==> config.mk <==
export PLATFORM = sky130hd
export DESIGN_NAME = tsisp_i2c_slave
export DESIGN_NICKNAME = d
export VERILOG_FILES = /design/src/design/tsisp_pkg.sv /design/src/design/tsisp_i2c_slave.sv
export SDC_FILE = /design/constraint.sdc
export NUM_CORES = 1
export LEC_CHECK = 0
export BUFFER_PORTS_ARGS = -buffer_cell sky130_fd_sc_hd__buf_2
export CAP_MARGIN = 20
export CORE_AREA = 2 2 85 87
export DETAILED_ROUTE_END_ITERATION = 10
export DIE_AREA = 0 0 87 89
export MAX_ROUTING_LAYER = met4
export PLACE_DENSITY = 0.71
export RECOVER_POWER = 50
export SKIP_CTS_REPAIR_TIMING = 1
export SKIP_LAST_GASP = 1
export SLEW_MARGIN = 20
export SYNTH_ARGS = -nofsm -noshare
export SYNTH_HDL_FRONTEND = slang
export SYNTH_SLANG_ARGS = --single-unit
==> constraint.sdc <==
create_clock -name clk -period 2.3 [get_ports clk]
set_input_delay 0.23 -clock clk [delete_from_list [all_inputs] [get_ports clk]]
set_output_delay 0.23 -clock clk [all_outputs]
set_load 0.01 [all_outputs]
==> src/design/tsisp_pkg.sv <==
/*
  tsisp_pkg: constants and types for the touch sensor i2c target port.
  assumes one 200 mhz core clock and an i2c controller on scl/sda.
*/
package tsisp_pkg;

  // core clock and line filter timing
  localparam int unsigned CLK_PERIOD_PS = 5000;
  localparam int unsigned SPIKE_MAX_NS  = 50;
  localparam logic [3:0]  SPIKE_CYC     = 4'((SPIKE_MAX_NS * 1000) / CLK_PERIOD_PS);

  // byte framing
  localparam logic [3:0] BITS_PER_BYTE = 4'h8;
  localparam logic       ACK_LEVEL     = 1'b0;
  localparam logic       DIR_READ      = 1'b1;

  // 7-bit target addresses chosen by the strap (0xd0 / 0xf0 with direction bit)
  localparam logic [6:0] TADDR_SEL_LOW  = 7'h68;
  localparam logic [6:0] TADDR_SEL_HIGH = 7'h78;

  // line vector positions
  localparam int unsigned LINE_SCL = 1;
  localparam int unsigned LINE_SDA = 0;

  localparam logic [7:0] PTR_RESET = 8'h00;

  typedef enum logic [4:0] {
    TSISP_ST_IDLE = 5'b00001,
    TSISP_ST_RECV = 5'b00010,
    TSISP_ST_ACK  = 5'b00100,
    TSISP_ST_SEND = 5'b01000,
    TSISP_ST_RACK = 5'b10000
  } tsisp_state_t;

  typedef enum logic [2:0] {
    TSISP_PH_ADDR = 3'b001,
    TSISP_PH_PTR  = 3'b010,
    TSISP_PH_DATA = 3'b100
  } tsisp_phase_t;

  // one register write toward the register bank
  typedef struct packed {
    logic [7:0] addr;
    logic [7:0] data;
  } tsisp_wr_t;

  typedef struct packed {
    logic [1:0]      line_s1;
    logic [1:0]      line_s2;
    logic            sel_s1;
    logic            sel_s2;
    logic [1:0]      line_f;
    logic [1:0]      line_p;
    logic [1:0][3:0] filt_cnt;
    logic [6:0]      own_addr;
    tsisp_state_t    st;
    tsisp_phase_t    ph;
    logic [3:0]      bit_cnt;
    logic [7:0]      shreg;
    logic            rw;
    logic [7:0]      ptr;
    logic            sda_oe;
    logic            sda_o;
    logic            wr_en;
    tsisp_wr_t       wr;
    logic            active;
  } tsisp_regs_t;

  localparam tsisp_regs_t TSISP_REGS_RST = '{
    line_s1:  2'h3,
    line_s2:  2'h3,
    sel_s1:   1'b0,
    sel_s2:   1'b0,
    line_f:   2'h3,
    line_p:   2'h3,
    filt_cnt: '0,
    own_addr: TADDR_SEL_LOW,
    st:       TSISP_ST_IDLE,
    ph:       TSISP_PH_ADDR,
    bit_cnt:  4'h0,
    shreg:    8'h00,
    rw:       1'b0,
    ptr:      PTR_RESET,
    sda_oe:   1'b0,
    sda_o:    1'b0,
    wr_en:    1'b0,
    wr:       '0,
    active:   1'b0
  };

endpackage

==> src/design/tsisp_i2c_slave.sv <==
/*
  tsisp_i2c_slave: i2c target port giving an external controller access to
  the 8-bit internal registers of the touch sensor.
  assumes scl, sda and the address strap are asynchronous pins; the register
  bank sits on clk and answers reg_rd_data combinationally from reg_rd_addr.
*/
// Summary of operation
// - sda changes only while scl low, except start and stop.
// - each byte is eight data bits plus one acknowledge bit.
// - receiver drives ack low on success, leaves it high otherwise.
// - first byte after start is the address; act only on a match.
// - strap selects address byte 0xd0 (low) or 0xf0 (high).
// - direction bit after address: zero is write, one is read.
// - first write byte after the address loads the register pointer.
// - later write bytes store at the pointer, then pointer advances.
// - sequential write data accepted until the controller issues stop.
// - every received byte in a write is acknowledged.
// - pointer set by data-less write is kept after the stop.
// - read returns data from held pointer, advancing after each byte.
`timescale 1ns/1ps

module tsisp_i2c_slave (
  input  wire logic                 clk,
  input  wire logic                 rst,
  input  wire logic                 scl_i,
  input  wire logic                 sda_i,
  output logic                      sda_o,
  output logic                      sda_oe,
  input  wire logic                 address_select_pin,
  output logic                      reg_wr_en,
  output tsisp_pkg::tsisp_wr_t      reg_wr,
  output logic [7:0]                reg_rd_addr,
  input  wire logic [7:0]           reg_rd_data,
  output logic                      bus_active
);

  tsisp_pkg::tsisp_regs_t s_q;
  tsisp_pkg::tsisp_regs_t s_d;

  logic scl_rise;
  logic scl_fall;
  logic start_cond;
  logic stop_cond;
  logic sda_now;

  always_comb begin
    s_d = s_q;
    // synchronisers: first stage feeds only the second
    s_d.line_s1 = {scl_i, sda_i};
    s_d.line_s2 = s_q.line_s1;
    s_d.sel_s1  = address_select_pin;
    s_d.sel_s2  = s_q.sel_s1;

    // sync plus filter delay must stay well under the scl low time
    // spike filter: a level must stand SPIKE_CYC cycles to be taken
    s_d.line_p = s_q.line_f;
    for (int i = 0; i < 2; i++) begin
      if (s_q.line_s2[i] != s_q.line_f[i]) begin
        if (s_q.filt_cnt[i] >= tsisp_pkg::SPIKE_CYC - 4'h1) begin
          s_d.line_f[i]   = s_q.line_s2[i];
          s_d.filt_cnt[i] = 4'h0;
        end else begin
          s_d.filt_cnt[i] = s_q.filt_cnt[i] + 4'h1;
        end
      end else begin
        s_d.filt_cnt[i] = 4'h0;
      end
    end

    // strap read continuously: moving it mid transfer changes the address
    // strap picks the target address
    s_d.own_addr = s_q.sel_s2 ? tsisp_pkg::TADDR_SEL_HIGH : tsisp_pkg::TADDR_SEL_LOW;

    scl_rise = s_q.line_f[tsisp_pkg::LINE_SCL] & ~s_q.line_p[tsisp_pkg::LINE_SCL];
    scl_fall = ~s_q.line_f[tsisp_pkg::LINE_SCL] & s_q.line_p[tsisp_pkg::LINE_SCL];
    sda_now  = s_q.line_f[tsisp_pkg::LINE_SDA];
    // sda edges while scl high are start or stop only
    start_cond = s_q.line_f[tsisp_pkg::LINE_SCL] & s_q.line_p[tsisp_pkg::LINE_SCL]
               & s_q.line_p[tsisp_pkg::LINE_SDA] & ~sda_now;
    stop_cond  = s_q.line_f[tsisp_pkg::LINE_SCL] & s_q.line_p[tsisp_pkg::LINE_SCL]
               & ~s_q.line_p[tsisp_pkg::LINE_SDA] & sda_now;

    s_d.wr_en = 1'b0;
    // open drain: only the enable moves, the level stays low
    s_d.sda_o = tsisp_pkg::ACK_LEVEL;

    // start and stop win over any bit event in the same cycle
    if (start_cond) begin
      s_d.st      = tsisp_pkg::TSISP_ST_RECV;
      s_d.ph      = tsisp_pkg::TSISP_PH_ADDR;
      s_d.bit_cnt = 4'h0;
      s_d.sda_oe  = 1'b0;
      s_d.active  = 1'b0;
    end else if (stop_cond) begin
      // stop ends the transfer but keeps the pointer
      s_d.st     = tsisp_pkg::TSISP_ST_IDLE;
      s_d.sda_oe = 1'b0;
      s_d.active = 1'b0;
    end else begin
      unique case (s_q.st)
        tsisp_pkg::TSISP_ST_IDLE: begin
          s_d.sda_oe = 1'b0;
        end
        tsisp_pkg::TSISP_ST_RECV: begin
          // eight bits sampled on scl rising
          if (scl_rise && s_q.bit_cnt < tsisp_pkg::BITS_PER_BYTE) begin
            s_d.shreg   = {s_q.shreg[6:0], sda_now};
            s_d.bit_cnt = s_q.bit_cnt + 4'h1;
          end
          if (scl_fall && s_q.bit_cnt == tsisp_pkg::BITS_PER_BYTE) begin
            unique case (s_q.ph)
              tsisp_pkg::TSISP_PH_ADDR: begin
                // act only on our own address
                if (s_q.shreg[7:1] == s_q.own_addr) begin
                  s_d.rw     = s_q.shreg[0];
                  s_d.active = 1'b1;
                  s_d.sda_oe = 1'b1;
                  s_d.st     = tsisp_pkg::TSISP_ST_ACK;
                end else begin
                  // no ack, release, wait for a start
                  s_d.sda_oe = 1'b0;
                  s_d.st     = tsisp_pkg::TSISP_ST_IDLE;
                end
              end
              tsisp_pkg::TSISP_PH_PTR: begin
                // second write byte loads the pointer
                s_d.ptr    = s_q.shreg;
                s_d.ph     = tsisp_pkg::TSISP_PH_DATA;
                s_d.sda_oe = 1'b1;
                s_d.st     = tsisp_pkg::TSISP_ST_ACK;
              end
              tsisp_pkg::TSISP_PH_DATA: begin
                // data never refused: no nack on data bytes
                // store at pointer, then advance
                s_d.wr_en   = 1'b1;
                s_d.wr.addr = s_q.ptr;
                s_d.wr.data = s_q.shreg;
                s_d.ptr     = s_q.ptr + 8'h01;
                // good byte answered with a low ack
                s_d.sda_oe  = 1'b1;
                s_d.st      = tsisp_pkg::TSISP_ST_ACK;
              end
            endcase
          end
        end
        tsisp_pkg::TSISP_ST_ACK: begin
          // ack released only after scl falls
          if (scl_fall) begin
            s_d.bit_cnt = 4'h0;
            if (s_q.ph == tsisp_pkg::TSISP_PH_ADDR && s_q.rw == tsisp_pkg::DIR_READ) begin
              // reg_rd_data must already follow the pointer here
              // first read byte from the held pointer
              s_d.shreg  = reg_rd_data;
              s_d.sda_oe = ~reg_rd_data[7];
              s_d.ptr    = s_q.ptr + 8'h01;
              s_d.st     = tsisp_pkg::TSISP_ST_SEND;
            end else begin
              s_d.sda_oe = 1'b0;
              if (s_q.ph == tsisp_pkg::TSISP_PH_ADDR) begin
                s_d.ph = tsisp_pkg::TSISP_PH_PTR;
              end
              s_d.st = tsisp_pkg::TSISP_ST_RECV;
            end
          end
        end
        tsisp_pkg::TSISP_ST_SEND: begin
          if (scl_rise) begin
            s_d.bit_cnt = s_q.bit_cnt + 4'h1;
          end
          // next data bit set up while scl low
          if (scl_fall) begin
            if (s_q.bit_cnt == tsisp_pkg::BITS_PER_BYTE) begin
              s_d.sda_oe = 1'b0;
              s_d.st     = tsisp_pkg::TSISP_ST_RACK;
            end else begin
              s_d.shreg  = {s_q.shreg[6:0], 1'b0};
              s_d.sda_oe = ~s_q.shreg[6];
            end
          end
        end
        tsisp_pkg::TSISP_ST_RACK: begin
          // high ack from the controller ends the read
          if (scl_rise && sda_now != tsisp_pkg::ACK_LEVEL) begin
            s_d.st = tsisp_pkg::TSISP_ST_IDLE;
          end else if (scl_fall) begin
            // next byte, pointer advances after each
            s_d.bit_cnt = 4'h0;
            s_d.shreg   = reg_rd_data;
            s_d.sda_oe  = ~reg_rd_data[7];
            s_d.ptr     = s_q.ptr + 8'h01;
            s_d.st      = tsisp_pkg::TSISP_ST_SEND;
          end
        end
      endcase
    end
  end

  always_ff @(posedge clk) begin
    if (rst) begin
      s_q <= tsisp_pkg::TSISP_REGS_RST;
    end else begin
      s_q <= s_d;
    end
  end

  // outputs straight from the state register
  assign sda_o       = s_q.sda_o;
  assign sda_oe      = s_q.sda_oe;
  assign reg_wr_en   = s_q.wr_en;
  assign reg_wr      = s_q.wr;
  assign reg_rd_addr = s_q.ptr;
  assign bus_active  = s_q.active;

endmodule

==> results.ini <==
[floorplanning]
ios = 41
die_h_um = 89
initial_core_util = 0.538
die_w_um = 87
core_um2 = 6720
core.rowCount = 30
dieArea_um2 = 7740

[final_layout]
fin_nets = 449
fin_area_um2 = 3920
drive_gt1_frac = 0.130
layout.cells.non_filler = 512
fill_cells = 614
layout_common_cells = 67 x dfxtp_1, 38 x nor2_1, 37 x nand2_1
utilization = 0.583
final_common_cell = dfxtp_1
num_antenna_cells = 0
areaGrowthSynthToFinish_pct = 8.38

[drt]
vias = 3082
final_antenna_net_count = 0
wire_per_inst_um = 16.5
avgViaCountPerCell = 6.02
drc = 0
drt_wl_total_mm = 8.44
drt-initial-drc-count = 232
drt_pre_antenna_iters = 5

[sta]
fin_tns_setup_ns = 0
rsz0062_at_grt = false
hold_ws_ns = 0.0736
hold_viol = 0
slew_violations = 0
fin_crit_sh = 0.934
relSlewSlack = 0.333
fmax_mhz = 466
setup_violations = 0
fin_crit_ns = 2.15
fin_skew_ns = 0.0127
tightest_slew_ns = 1.00
fin_ws_ns = 0.153

[setup_path]
cp-end-kind = flop
path_max_fanout = 7
rr_startpoint = s_q[46]
cp.arrival_ns = 2.40
critical_path_class = reg2reg
crit_path_start_kind = flop
startpoint = s_q[46]
crit_required_ns = 2.55

[placement]
portBuffers = 39
place_hpwl_mm = 6.00
gp_congestion = 0.995
dp_cells = 496
place_area_um2 = 3730
place_ws_ns = 0.181

[clock_network]
cts_tree = built
clk_pin_slew_ns = 0.07
root_buffer = clkbuf_8
clk_path_buf_depth = 2
cts.sinks = 67
clk_latency_ns = 0.34
h-tree-depth = 3
numCtsBuffers = 9

[synthesis]
yosysSeqAreaShare = 0.371
syn_inst = 413
synth_ff_type = dfxtp_1
ys_ff_latch = 67
yosys_warnings = 0
syn-num-nets = 435
syn_area_um2 = 3610
synth_cell_type_count = 69
synth_edf_count = 0
async_reset_ff_frac = 0
syn_avg_cell_area_um2 = 8.75

[global_routing]
grt_use_met3 = 0.0379
grt_pass1_vias = 2804
grt_util_met1 = 0.300
grt_first_pass_wirelength_mm = 13.7
use_met2 = 0.351
grt_max_degree = 32
gr-usage-all-layers = 0.231
grt-busiest-layer = met2
grt-ovfl-total = 0
antenna_found_initial = 0

[min_path]
hold_class = in2reg
worstHoldStart = sda_i

[job]
cap_viol_max_count = 0

[run_status]
status = finished clean

[pwr]
p_leak_nw = 1.31
p_total_mw = 2.31
power_density_nw_per_um2 = 590
ir_drop_uv = 354

-- state kept, by name, summed over array words and instances, names as in the netlist --
signal,cells
bus_active,1
reg_rd_addr,8
reg_wr,16
reg_wr_en,1
s_d,5
s_q,35
sda_oe,1
-- power by group --
part | leakage, nW | switching, mW | internal, mW
sequential | 0.541 | 0.00311 | 1.17
combinational | 0.654 | 0.0291 | 0.0152
clock | 0.111 | 0.457 | 0.642
total | 1.31 | 0.489 | 1.82
-- path summary, 6_finish.rpt --
| path | end | slack (ns) | cells after the start |
|---|---|---|---|
| setup reg to reg | reg_rd_addr[0] | 0.15 | 5 |
| setup / recovery | reg_rd_addr[0] | 0.15 | 5 |
| hold reg to reg | s_q[71] | 0.41 | 1 |
| hold / removal | s_d[70] | 0.07 | 2 |
-- critical path: stages, from the launching register on --
cell	delay (ns)
dfxtp_1	0.40
nor4_4	0.50
and4bb_1	0.30
o221ai_2	0.15
or4_1	0.51
a31oi_1	0.20
-- cell families after synthesis --
kind of cell / synth area share
muxes: 0.0616
AOI/OAI and AO/OA: 0.182
adders and majority gates: 0.0312
other: 0.00104
DFF: 0.371
and+or+nand+nor: 0.232
buffers and inverters: 0.0921
xor gates and xnor gates: 0.0291
-- cell usage after synthesis, types with 6 or more instances --
master,count,area share
dfxtp_1,67,0.37
mux2i_1,20,0.055
buf_4,26,0.054
a211oi_1,6,0.012
nand4b_1,6,0.015
nand3_1,10,0.014
a211o_1,11,0.027
inv_1,9,0.0093
ha_1,9,0.031
nor2_1,39,0.040
nor2b_1,9,0.016
xnor2_1,7,0.017
buf_2,8,0.011
a31oi_1,7,0.012
a21oi_1,18,0.025
o21ai_0,16,0.022
nand2_1,37,0.038
clkbuf_1,11,0.011
or2_2,7,0.012
-- cell type report --
cell class / count / area [µm²] / share of cell area
sequential: 67 / 1340 / 0.342
inverter: 9 / 33.8 / 0.00862
clock buffer: 12 / 145 / 0.0370
clock inverter: 4 / 73.8 / 0.0188
tap: 80 / 100 / 0.0256
timing repair buffer: 50 / 263 / 0.0671
multi-input combinational: 290 / 1960 / 0.500
-- routing by layer --
| layer | routed length (µm) | share of wire | vias up |
|---|---|---|---|
| li1 | - | - | 1487 |
| met1 | 3900 | 0.46 | 1460 |
| met2 | 3860 | 0.46 | 113 |
| met3 | 472 | 0.056 | 22 |
| met4 | 216 | 0.026 | 0 |
| met5 | 0 | 0 | - |
Power figures use the tool's default switching activity.
